<file path="src/common/tfd_pkg.sv">
// Constants and types shared by the tag frame decoder and its bit front end.
// Assumes a 25 MHz core clock and a 125 kHz reader carrier.
package tfd_pkg;

	// ----------------------------------------
	// Clocks and bit timing
	// ----------------------------------------
	localparam int unsigned CLK_HZ          = 25_000_000;
	localparam int unsigned CARRIER_HZ      = 125_000;
	localparam int unsigned CARRIER_PER_BIT = 64;
	localparam int unsigned BIT_CYC         = CLK_HZ / CARRIER_HZ * CARRIER_PER_BIT;

	// ----------------------------------------
	// Frame layout
	// ----------------------------------------
	localparam int unsigned SYNC_ONES   = 9;
	localparam int unsigned ROWS        = 10;
	localparam int unsigned NIB_BITS    = 4;
	localparam int unsigned ROW_BITS    = NIB_BITS + 1;
	localparam int unsigned COL_BITS    = 4;
	localparam int unsigned BODY_BITS   = ROWS * ROW_BITS + COL_BITS + 1;
	localparam int unsigned ID_BITS     = ROWS * NIB_BITS;
	localparam int unsigned VENDOR_BITS = 8;
	localparam int unsigned BYTE_BITS   = 8;
	localparam int unsigned ID_BYTES    = ID_BITS / BYTE_BITS;
	localparam logic        STOP_VAL    = 1'b0;

	// ----------------------------------------
	// Shutdown and restart
	// ----------------------------------------
	localparam int unsigned SHUTDOWN_MS  = 10;
	localparam int unsigned RESTART_MS   = 100;
	localparam int unsigned SHUTDOWN_CYC = CLK_HZ / 1000 * SHUTDOWN_MS;
	localparam int unsigned RESTART_CYC  = CLK_HZ / 1000 * RESTART_MS;
	localparam int unsigned SENSE_CYC    = 16;

	// ----------------------------------------
	// Outputs
	// ----------------------------------------
	localparam int unsigned BAUD           = 9600;
	localparam int unsigned BAUD_CYC       = CLK_HZ / BAUD;
	localparam int unsigned UART_LAST_BIT  = 9;
	localparam logic        UART_IDLE      = 1'b1;
	localparam logic        UART_START     = 1'b0;
	localparam int unsigned PULSE_US       = 50;
	localparam int unsigned PULSE_GAP_US   = 1000;
	localparam int unsigned PULSE_CYC      = CLK_HZ / 1_000_000 * PULSE_US;
	localparam int unsigned PULSE_GAP_CYC  = CLK_HZ / 1_000_000 * PULSE_GAP_US;
	localparam int unsigned CNT_W          = 24;

	typedef enum logic [4:0] {
		ST_WAKE    = 5'h01,
		ST_HUNT    = 5'h02,
		ST_COLLECT = 5'h04,
		ST_SHUT    = 5'h08,
		ST_DOWN    = 5'h10
	} tfd_state_e;

endpackage

</file>
<file path="src/common/tfd_bit_if.sv">
// Recovered bit stream between the Manchester front end and the frame decoder.
// Both ends sit on the core clock.
interface tfd_bit_if;
	logic bit_valid;
	logic bit_value;
	logic restart;

	modport rx  (input restart, output bit_valid, output bit_value);
	modport dec (output restart, input bit_valid, input bit_value);
endinterface

</file>
<file path="src/design/tfd_manchester_rx.sv">
// Manchester bit recovery from the demodulated carrier envelope.
// Assumes rx_line_i is asynchronous; restart comes from the core clock domain.
module tfd_manchester_rx
	import tfd_pkg::*;
#(
	parameter int unsigned BIT_CYC_P = BIT_CYC
) (
	input  wire logic core_clk_i,
	input  wire logic rst_i,
	input  wire logic rx_line_i,
	tfd_bit_if.rx     bits
);

	localparam int unsigned W      = $clog2(BIT_CYC_P * 2);
	localparam int unsigned MID_LO = BIT_CYC_P * 3 / 4;
	localparam int unsigned LOST   = BIT_CYC_P * 3 / 2;

	if (BIT_CYC_P < 8) begin : g_bad
		$error("tfd_manchester_rx: bit period too short");
	end

	// ----------------------------------------
	// Input capture
	// ----------------------------------------
	logic [2:0]   sync_r;
	logic         lvl_r;
	logic         locked_r;
	logic [W-1:0] cnt_r;
	logic         valid_r;
	logic         value_r;

	wire agree_w = sync_r[1] == sync_r[2];
	wire edge_w  = agree_w && (sync_r[2] != lvl_r);
	// Edges near a bit boundary fall before three quarters of a bit and are skipped
	wire mid_w   = edge_w && (!locked_r || cnt_r >= W'(MID_LO));
	wire lost_w  = cnt_r >= W'(LOST);

	always_ff @(posedge core_clk_i or posedge rst_i) begin
		if (rst_i) begin
			sync_r <= 3'h0;
			lvl_r  <= 1'b0;
		end else begin
			sync_r <= {sync_r[1:0], rx_line_i};
			if (edge_w) begin
				lvl_r <= sync_r[2];
			end
		end
	end

	// ----------------------------------------
	// Bit clock recovery
	// ----------------------------------------
	always_ff @(posedge core_clk_i or posedge rst_i) begin
		if (rst_i) begin
			cnt_r    <= '0;
			locked_r <= 1'b0;
			valid_r  <= 1'b0;
			value_r  <= 1'b0;
		end else begin
			valid_r <= mid_w && !bits.restart;
			if (mid_w) begin
				value_r <= sync_r[2];
			end
			if (bits.restart || mid_w) begin
				cnt_r <= '0;
			end else if (!lost_w) begin
				cnt_r <= cnt_r + W'(1);
			end
			if (bits.restart || lost_w) begin
				locked_r <= 1'b0;
			end else if (mid_w) begin
				locked_r <= 1'b1;
			end
		end
	end

	assign bits.bit_valid = valid_r;
	assign bits.bit_value = value_r;

endmodule

</file>
<file path="src/design/tfd_frame_decoder.sv">
// Tag frame decoder: sync hunt, parity checks, identifier out, shutdown control.
// Assumes demodulated envelope on rx_demod_i and external pull-ups on pulse lines.
//
// Notes on behaviour
// - Bits arrive at carrier over sixty-four.
// - Frames are 64 Manchester coded bits.
// - Input is the demodulated amplitude keyed signal.
// - Nine ones start a frame, then collect.
// - Parity bit follows every nibble, ten rows.
// - Row parity set when nibble ones odd.
// - First byte vendor, next four unique identifier.
// - Four column parities then zero stop bit.
// - Column parity covers payload only, not sync.
// - Power-down request active low, pulled up.
// - Shutdown completes within ten milliseconds.
// - Ready again within hundred milliseconds.
// - Release restarts everything from scratch; pull-up sense not redone, id_o and vendor_id_o kept.
// - Serial output 9600 baud, no parity.
// - Zero line zeros only, one line ones.
// - Pulse lines open drain, pulled up outside.
// - Pulse output enabled only if both pulled.
module tfd_frame_decoder
	import tfd_pkg::*;
#(
	parameter int unsigned BIT_CYC_P       = BIT_CYC,
	parameter int unsigned SHUTDOWN_CYC_P  = SHUTDOWN_CYC,
	parameter int unsigned RESTART_CYC_P   = RESTART_CYC,
	parameter int unsigned BAUD_CYC_P      = BAUD_CYC,
	parameter int unsigned PULSE_CYC_P     = PULSE_CYC,
	parameter int unsigned PULSE_GAP_CYC_P = PULSE_GAP_CYC
) (
	input  wire logic                   core_clk_i,
	input  wire logic                   rst_i,
	input  wire logic                   rx_demod_i,
	input  wire logic                   power_down_request_n_i,
	input  wire logic                   zero_pulse_line_i,
	output logic                        zero_pulse_line_o,
	output logic                        zero_pulse_line_oe_o,
	input  wire logic                   one_pulse_line_i,
	output logic                        one_pulse_line_o,
	output logic                        one_pulse_line_oe_o,
	output logic                        uart_tx_o,
	output logic [ID_BITS-1:0]          id_o,
	output logic [VENDOR_BITS-1:0]      vendor_id_o,
	output logic                        id_valid_o,
	output logic                        frame_error_o,
	output logic                        ready_o,
	output logic                        powered_down_o,
	output logic                        pulse_out_enabled_o
);

	localparam int unsigned MAXC = 2 ** CNT_W;

	if (SHUTDOWN_CYC_P < 1 || SHUTDOWN_CYC_P >= MAXC || RESTART_CYC_P < 1 || RESTART_CYC_P >= MAXC ||
		BAUD_CYC_P < 2 || BAUD_CYC_P >= MAXC || PULSE_CYC_P < 1 || PULSE_CYC_P >= MAXC ||
		PULSE_GAP_CYC_P < 1 || PULSE_GAP_CYC_P >= MAXC) begin : g_bad
		$error("tfd_frame_decoder: count parameter out of range");
	end

	// ----------------------------------------
	// Bit front end
	// ----------------------------------------
	tfd_bit_if bits ();

	tfd_manchester_rx #(
		.BIT_CYC_P (BIT_CYC_P)
	) u_rx (
		.core_clk_i (core_clk_i),
		.rst_i      (rst_i),
		.rx_line_i  (rx_demod_i),
		.bits       (bits.rx)
	);

	// ----------------------------------------
	// Pin synchronisers
	// ----------------------------------------
	// Index 0 power-down request, 1 zero line, 2 one line
	wire  [2:0] pin_w = {one_pulse_line_i, zero_pulse_line_i, power_down_request_n_i};
	logic [2:0] pin_f_w;

	for (genvar i = 0; i < 3; i++) begin : g_sync
		localparam logic RST_V = (i == 0);
		logic [2:0] sh_r;
		logic       f_r;
		always_ff @(posedge core_clk_i or posedge rst_i) begin
			if (rst_i) begin
				sh_r <= {3{RST_V}};
				f_r  <= RST_V;
			end else begin
				sh_r <= {sh_r[1:0], pin_w[i]};
				if (sh_r[1] == sh_r[2]) begin
					f_r <= sh_r[2];
				end
			end
		end
		assign pin_f_w[i] = f_r;
	end

	// Undriven pin floats high through the pad pull-up, so high means run
	wire pd_act_w = !pin_f_w[0];

	// ----------------------------------------
	// Control state
	// ----------------------------------------
	tfd_state_e              state_r;
	tfd_state_e              state_nxt;
	logic [CNT_W-1:0]        cnt_r;
	logic [3:0]              ones_r;
	logic [5:0]              body_cnt_r;
	logic [BODY_BITS-1:0]    body_r;

	wire bit_w      = bits.bit_valid;
	wire restart_hit_w = cnt_r == CNT_W'(RESTART_CYC_P - 1);
	wire shut_hit_w    = cnt_r == CNT_W'(SHUTDOWN_CYC_P - 1);
	wire sync_hit_w = bit_w && bits.bit_value && ones_r == 4'(SYNC_ONES - 1);
	wire body_end_w = bit_w && body_cnt_r == 6'(BODY_BITS - 1);

	always_comb begin
		state_nxt = state_r;
		unique case (state_r)
			ST_WAKE: begin
				if (pd_act_w) state_nxt = ST_SHUT;
				else if (restart_hit_w) state_nxt = ST_HUNT;
			end
			ST_HUNT: begin
				if (pd_act_w) state_nxt = ST_SHUT;
				else if (sync_hit_w) state_nxt = ST_COLLECT;
			end
			ST_COLLECT: begin
				if (pd_act_w) state_nxt = ST_SHUT;
				else if (body_end_w) state_nxt = ST_HUNT;
			end
			ST_SHUT: begin
				if (!pd_act_w) state_nxt = ST_WAKE;
				else if (shut_hit_w) state_nxt = ST_DOWN;
			end
			ST_DOWN: begin
				if (!pd_act_w) state_nxt = ST_WAKE;
			end
		endcase
	end

	wire run_w = state_r == ST_HUNT || state_r == ST_COLLECT;

	// Decoder is held clear outside the run states so a release starts afresh
	assign bits.restart = !run_w || pd_act_w;

	always_ff @(posedge core_clk_i or posedge rst_i) begin
		if (rst_i) begin
			state_r <= ST_WAKE;
			cnt_r   <= '0;
		end else begin
			state_r <= state_nxt;
			cnt_r   <= (state_nxt != state_r) ? '0 : cnt_r + CNT_W'(1);
		end
	end

	// ----------------------------------------
	// Sync hunt and body capture
	// ----------------------------------------
	wire [BODY_BITS-1:0] body_nxt_w = {body_r[BODY_BITS-2:0], bits.bit_value};

	always_ff @(posedge core_clk_i or posedge rst_i) begin
		if (rst_i) begin
			ones_r     <= 4'h0;
			body_cnt_r <= 6'h00;
			body_r     <= '0;
		end else if (state_r != ST_HUNT) begin
			ones_r <= 4'h0;
			if (state_r != ST_COLLECT) begin
				body_cnt_r <= 6'h00;
			end else if (bit_w) begin
				body_r     <= body_nxt_w;
				body_cnt_r <= body_end_w ? 6'h00 : body_cnt_r + 6'h01;
			end
		end else if (bit_w) begin
			ones_r <= bits.bit_value ? ones_r + 4'h1 : 4'h0;
		end
	end

	// ----------------------------------------
	// Frame checks
	// ----------------------------------------
	logic [ID_BITS-1:0]  id_w;
	logic [ROWS-1:0]     row_ok_w;
	logic [COL_BITS-1:0] col_xor_w;

	for (genvar r = 0; r < ROWS; r++) begin : g_row
		localparam int unsigned TOP = BODY_BITS - 1 - r * ROW_BITS;
		wire [NIB_BITS-1:0] nib_w = body_nxt_w[TOP -: NIB_BITS];
		assign id_w[ID_BITS - 1 - r * NIB_BITS -: NIB_BITS] = nib_w;
		assign row_ok_w[r] = (^nib_w) == body_nxt_w[TOP - NIB_BITS];
	end

	// Only payload nibbles enter the column sums
	always_comb begin
		col_xor_w = '0;
		for (int r = 0; r < ROWS; r++) begin
			col_xor_w = col_xor_w ^ id_w[ID_BITS - 1 - r * NIB_BITS -: NIB_BITS];
		end
	end

	wire col_ok_w   = body_nxt_w[COL_BITS:1] == col_xor_w;
	wire stop_ok_w  = body_nxt_w[0] == STOP_VAL;
	wire done_w     = state_r == ST_COLLECT && body_end_w && !pd_act_w;
	wire good_w     = done_w && (&row_ok_w) && col_ok_w && stop_ok_w;

	logic [ID_BITS-1:0]     id_r;
	logic [VENDOR_BITS-1:0] vendor_r;
	logic                   valid_r;
	logic                   err_r;
	logic                   ready_r;
	logic                   down_r;

	always_ff @(posedge core_clk_i or posedge rst_i) begin
		if (rst_i) begin
			id_r     <= '0;
			vendor_r <= '0;
			valid_r  <= 1'b0;
			err_r    <= 1'b0;
			ready_r  <= 1'b0;
			down_r   <= 1'b0;
		end else begin
			valid_r <= good_w;
			err_r   <= done_w && !good_w;
			if (good_w) begin
				id_r     <= id_w;
				vendor_r <= id_w[ID_BITS-1 -: VENDOR_BITS];
			end
			ready_r <= state_nxt == ST_HUNT || state_nxt == ST_COLLECT;
			down_r  <= state_nxt == ST_DOWN;
		end
	end

	// ----------------------------------------
	// Pull-up sense at power-up
	// ----------------------------------------
	logic [4:0] sense_cnt_r;
	logic       sensed_r;
	logic       pulse_en_r;

	always_ff @(posedge core_clk_i or posedge rst_i) begin
		if (rst_i) begin
			sense_cnt_r <= 5'h00;
			sensed_r    <= 1'b0;
			pulse_en_r  <= 1'b0;
		end else if (!sensed_r) begin
			sense_cnt_r <= sense_cnt_r + 5'h01;
			if (sense_cnt_r == 5'(SENSE_CYC - 1)) begin
				sensed_r   <= 1'b1;
				pulse_en_r <= pin_f_w[1] && pin_f_w[2];
			end
		end
	end

	// ----------------------------------------
	// Serial transmitter
	// ----------------------------------------
	// Frames that arrive while a transfer is running are not queued
	logic                 tx_busy_r;
	logic [ID_BITS-1:0]   tx_data_r;
	logic [2:0]           tx_byte_r;
	logic [3:0]           tx_bit_r;
	logic [CNT_W-1:0]     tx_cnt_r;
	logic                 tx_r;

	wire [BYTE_BITS-1:0] tx_cur_w  = tx_data_r[ID_BITS-1 -: BYTE_BITS];
	wire                 tx_tick_w = tx_cnt_r == CNT_W'(BAUD_CYC_P - 1);
	wire                 tx_last_w = tx_bit_r == 4'(UART_LAST_BIT);
	wire                 tx_lvl_w  = tx_bit_r == 4'h0 ? UART_START :
		tx_last_w ? UART_IDLE : tx_cur_w[3'(tx_bit_r - 4'h1)];

	always_ff @(posedge core_clk_i or posedge rst_i) begin
		if (rst_i) begin
			tx_busy_r <= 1'b0;
			tx_data_r <= '0;
			tx_byte_r <= 3'h0;
			tx_bit_r  <= 4'h0;
			tx_cnt_r  <= '0;
			tx_r      <= UART_IDLE;
		end else if (!run_w) begin
			tx_busy_r <= 1'b0;
			tx_r      <= UART_IDLE;
		end else if (!tx_busy_r) begin
			tx_r <= UART_IDLE;
			if (good_w) begin
				tx_busy_r <= 1'b1;
				tx_data_r <= id_w;
				tx_byte_r <= 3'h0;
				tx_bit_r  <= 4'h0;
				tx_cnt_r  <= '0;
			end
		end else begin
			tx_r     <= tx_lvl_w;
			tx_cnt_r <= tx_tick_w ? '0 : tx_cnt_r + CNT_W'(1);
			if (tx_tick_w) begin
				tx_bit_r <= tx_last_w ? 4'h0 : tx_bit_r + 4'h1;
				if (tx_last_w) begin
					tx_data_r <= {tx_data_r[ID_BITS-BYTE_BITS-1:0], {BYTE_BITS{1'b0}}};
					tx_byte_r <= tx_byte_r + 3'h1;
					tx_busy_r <= tx_byte_r != 3'(ID_BYTES - 1);
				end
			end
		end
	end

	// ----------------------------------------
	// Pulse output
	// ----------------------------------------
	logic                 pl_busy_r;
	logic                 pl_on_r;
	logic [ID_BITS-1:0]   pl_data_r;
	logic [5:0]           pl_bits_r;
	logic [CNT_W-1:0]     pl_cnt_r;
	logic                 z_oe_r;
	logic                 o_oe_r;
	logic                 line_lvl_r;

	wire pl_on_end_w  = pl_cnt_r == CNT_W'(PULSE_CYC_P - 1);
	wire pl_gap_end_w = pl_cnt_r == CNT_W'(PULSE_GAP_CYC_P - 1);

	always_ff @(posedge core_clk_i or posedge rst_i) begin
		if (rst_i) begin
			pl_busy_r <= 1'b0;
			pl_on_r   <= 1'b0;
			pl_data_r <= '0;
			pl_bits_r <= 6'h00;
			pl_cnt_r  <= '0;
		end else if (!run_w || !pulse_en_r) begin
			pl_busy_r <= 1'b0;
			pl_on_r   <= 1'b0;
		end else if (!pl_busy_r) begin
			if (good_w) begin
				pl_busy_r <= 1'b1;
				pl_on_r   <= 1'b1;
				pl_data_r <= id_w;
				pl_bits_r <= 6'h00;
				pl_cnt_r  <= '0;
			end
		end else if (pl_on_r) begin
			pl_cnt_r <= pl_on_end_w ? '0 : pl_cnt_r + CNT_W'(1);
			pl_on_r  <= !pl_on_end_w;
		end else begin
			pl_cnt_r <= pl_gap_end_w ? '0 : pl_cnt_r + CNT_W'(1);
			if (pl_gap_end_w) begin
				pl_data_r <= {pl_data_r[ID_BITS-2:0], 1'b0};
				pl_bits_r <= pl_bits_r + 6'h01;
				pl_busy_r <= pl_bits_r != 6'(ID_BITS - 1);
				pl_on_r   <= pl_bits_r != 6'(ID_BITS - 1);
			end
		end
	end

	// Lines are only ever pulled low; the pull-up outside makes the high
	always_ff @(posedge core_clk_i or posedge rst_i) begin
		if (rst_i) begin
			z_oe_r     <= 1'b0;
			o_oe_r     <= 1'b0;
			line_lvl_r <= 1'b0;
		end else begin
			z_oe_r     <= pl_busy_r && pl_on_r && !pl_data_r[ID_BITS-1];
			o_oe_r     <= pl_busy_r && pl_on_r && pl_data_r[ID_BITS-1];
			line_lvl_r <= 1'b0;
		end
	end

	// ----------------------------------------
	// Outputs
	// ----------------------------------------
	assign zero_pulse_line_o    = line_lvl_r;
	assign zero_pulse_line_oe_o = z_oe_r;
	assign one_pulse_line_o     = line_lvl_r;
	assign one_pulse_line_oe_o  = o_oe_r;
	assign uart_tx_o            = tx_r;
	assign id_o                 = id_r;
	assign vendor_id_o          = vendor_r;
	assign id_valid_o           = valid_r;
	assign frame_error_o        = err_r;
	assign ready_o              = ready_r;
	assign powered_down_o       = down_r;
	assign pulse_out_enabled_o  = pulse_en_r;

endmodule

</file>
<file path="config.mk">
export PLATFORM = sky130hd
export DESIGN_NAME = tfd_frame_decoder
export DESIGN_NICKNAME = d
export VERILOG_FILES = /design/src/common/tfd_pkg.sv /design/src/common/tfd_bit_if.sv /design/src/design/tfd_manchester_rx.sv /design/src/design/tfd_frame_decoder.sv
export SDC_FILE = /design/constraint.sdc
export NUM_CORES = 1
export LEC_CHECK = 0
export BUFFER_PORTS_ARGS = -buffer_cell sky130_fd_sc_hd__buf_2
export CAP_MARGIN = 5
export CORE_MARGIN = 4
export CORE_UTILIZATION = 25
export DETAILED_ROUTE_END_ITERATION = 7
export SLEW_MARGIN = 25
export SYNTH_ARGS = -nofsm -noshare
export SYNTH_HDL_FRONTEND = slang
export SYNTH_SLANG_ARGS = --single-unit
</file>
<file path="constraint.sdc">
create_clock -name core_clk_i -period 10.8 [get_ports core_clk_i]
set_clock_uncertainty 0.15 [all_clocks]
set_input_delay 0.54 -clock core_clk_i [delete_from_list [all_inputs] [get_ports core_clk_i]]
set_output_delay 0.54 -clock core_clk_i [all_outputs]
set_load 0.01 [all_outputs]
</file>
==> flow_metrics.tcl <==
set metrics [dict create \
    crit_chain "nor3_1 -> and2_1 -> nand4b_1 -> nor4bb_1 -> nand3_2 -> buf_4 -> a21oi_1 -> a22o_1" \
    end_kind "register" \
    post_cts_buffers 0 \
    hold_class "input pin to async pin" \
    reg2reg_slack_ns 6.66 \
    syn_inst 1598 \
    start_kind "register" \
    critPathArrivalTime_ns 4.46 \
    ant_nets 0 \
    multi_input_area_um2 7690 \
    grtUsageMet3 0.0213 \
    ir_drop_uv 101 \
    viasPerCell 4.80 \
    ys_ff_latch 325 \
    worst-path-buf-inv 1 \
    synth_compound_area_frac 0.104 \
    die_height_um 265 \
    synth_edf_count 0 \
    cp_top_family "simple AND/OR/NAND/NOR gates" \
    die_w_um 265 \
    fillers 6762 \
    cp_max_fo 46 \
    drv_cap 0 \
    antenna_found_initial 0 \
    period_needed_ns 4.14 \
    ys_async_sr_fraction 1.00 \
    synth_top_family_by_area "simple AND/OR/NAND/NOR gates" \
    n_antenna_cell 0 \
    grt_max_degree 128 \
    synth_cell_types 75 \
    top_usage_layer "met2" \
    status "completed" \
    slew_violations 0 \
    yosys.area_share.simple 0.155 \
    drc 0 \
    cellLeakagePower_nw 8.38 \
    cts_tree "yes" \
    die-area_um2 70200 \
    avgSynthCellArea_um2 10.3 \
    hold_viol_final 0 \
    worst_slew_pin_slew_ns 0.995 \
    place_congestion 0.839 \
    clk_pin_slew_ns 0.06 \
    syn-cell-area_um2 16500 \
    yosysWarnings 0 \
    mostFrequentLayoutCell "dfrtp_1" \
    finalSetupViolations 0 \
    power_density_nw_per_um2 140 \
    cts_root_buf "clkbuf_16" \
    overflow 0 \
    seq_area_frac_synth 0.493 \
    synth_fa_ha_area_frac 0.0161 \
    slowest_stage "nor3_1" \
    synth_area_leaders "dfrtp_1, mux2_2, nand2_1" \
    seqCellArea_um2 8140 \
    vias 11864 \
    rows 93 \
    numCtsBuffers 38 \
    final_nets 1614 \
    ys.flop_type "dfrtp_1" \
    synth_top_area_cell "dfrtp_1" \
    final_cell_mix "dfrtp_1, nand2_1, o21ai_0, mux2_2, nor2_1" \
    synthToLayoutAreaGrowth_pct 13.9 \
    drtPass1Iterations 5 \
    wl_per_cell_um 16.4 \
    initial_core_util 0.254 \
    synthMuxAreaShare 0.119 \
    drive_above_1_share 0.161 \
    clock_latency_ns 0.55 \
    max_freq_ghz 0.242 \
    globalRouteTotalUtil 0.114 \
    cpPeakStageDelay_ns 0.64 \
    coreArea_um2 64900 \
    finalSetupTns_ns 0 \
    drt_iter0_markers 921 \
    crit_type "register to register" \
    use_met1 0.153 \
    port-buffer-count 61 \
    fin_area_um2 18800 \
    drt-total-wl_um 40600 \
    met2_usage 0.189 \
    pin_count 64 \
    slew_headroom 0.335 \
    grt_pass1_wl_um 66400 \
    clock_sink_count 325 \
    place_area_um2 17500 \
    rsz0062_at_grt "no" \
    cts_buffer_depth 3 \
    hpwl_um 27000 \
    synth_top_area_frac 0.483 \
    cp.required_ns 11.12 \
    yosys.area_share.xor_xnor 0.0689 \
    fin_crit_sh 0.383 \
    grt_pass1_vias 11839 \
    htree_levels 2 \
]
kinds of logic after synthesis:
group / Yosys count
simple gates: 516
fa+ha+maj: 22
xor+xnor: 111
buf+inv: 171
compound gates: 275
mux: 177
flops: 325
other cells: 1
final timing paths:
kind,to,from,cells past startpoint
worst max-delay path,tx_cnt_r[2]$_DFFE_PP0P_,state_r[3]$_DFF_PP0_,8
worst min-delay path,sensed_r$_DFF_PP0_,rst_i,2
worst max register to register,tx_cnt_r[2]$_DFFE_PP0P_,state_r[3]$_DFF_PP0_,8
worst min register to register,g_sync[1].sh_r[1]$_DFF_PP0_,g_sync[1].sh_r[0]$_DFF_PP0_,0
max in group asynchronous,tx_busy_r$_DFF_PP0_,rst_i,3
min in group core_clk_i,g_sync[1].sh_r[1]$_DFF_PP0_,g_sync[1].sh_r[0]$_DFF_PP0_,0
per-layer routing:
layer	up-vias	wire, um
li1	5604	-
met5	-	0
met4	0	971
met1	5969	18100
met3	60	1840
met2	231	19700
stage by stage:
step                hold slack [ns]  utilization  setup slack, ns  total power, mW  std cells
floorplan                     0.181            -             1.12             1.33       1599
CTS                          0.0415        0.290             6.63             2.68       2473
finish                       0.0101        0.290             6.66             2.64       2473
global placement              0.192        0.269             6.80             1.35       2401
global route                 0.0707        0.290             6.21             2.74       2473
detailed placement            0.186        0.269             6.65             1.36       2401
area by class of cell:
cell class              instances  area share
multi-input cells            1103       0.409
clock inverters                12     0.00665
well taps                     855      0.0569
repair buffers                 80      0.0243
flip-flops and latches        325       0.433
clock buffers                  56      0.0617
inverters                      42     0.00878
synth_stat cells (14+ instances only):
| cell | number |
|---|---|
| nand4_1 | 27 |
| or4_1 | 18 |
| nor4_1 | 14 |
| buf_2 | 23 |
| o31ai_1 | 32 |
| xnor2_1 | 65 |
| o21ai_0 | 125 |
| mux2i_1 | 43 |
| ha_1 | 18 |
| nor2_1 | 70 |
| inv_1 | 42 |
| xor2_1 | 34 |
| nor3_1 | 47 |
| mux2_1 | 37 |
| dfrtp_1 | 319 |
| nor2b_1 | 24 |
| and3_1 | 27 |
| nand3_1 | 49 |
| clkbuf_1 | 88 |
| buf_4 | 14 |
| nand2_1 | 186 |
| mux2_2 | 95 |
| a21oi_1 | 38 |
report_power, final:
group,switching (mW),internal [mW],total [mW]
Combinational,0.0644,0.0223,0.0867
Sequential,0.0156,1.23,1.25
Clock,0.516,0.792,1.31
state kept, by name, indices dropped and copies added (netlist names), 9 cells and up:
signal and count:
body_r 54, id_o 40, pl_data_r 40, tx_data_r 40, cnt_r 24, pl_cnt_r 24
tx_cnt_r 24, u_rx.cnt_r 15, g_sync.sh_r 9
repair_timing:
action                    CTS  global route
hold buffers                4             0
resized for setup           0             0
hold endpoints to repair    4             0
No activity file was read; power rests on OpenSTA's default activity.
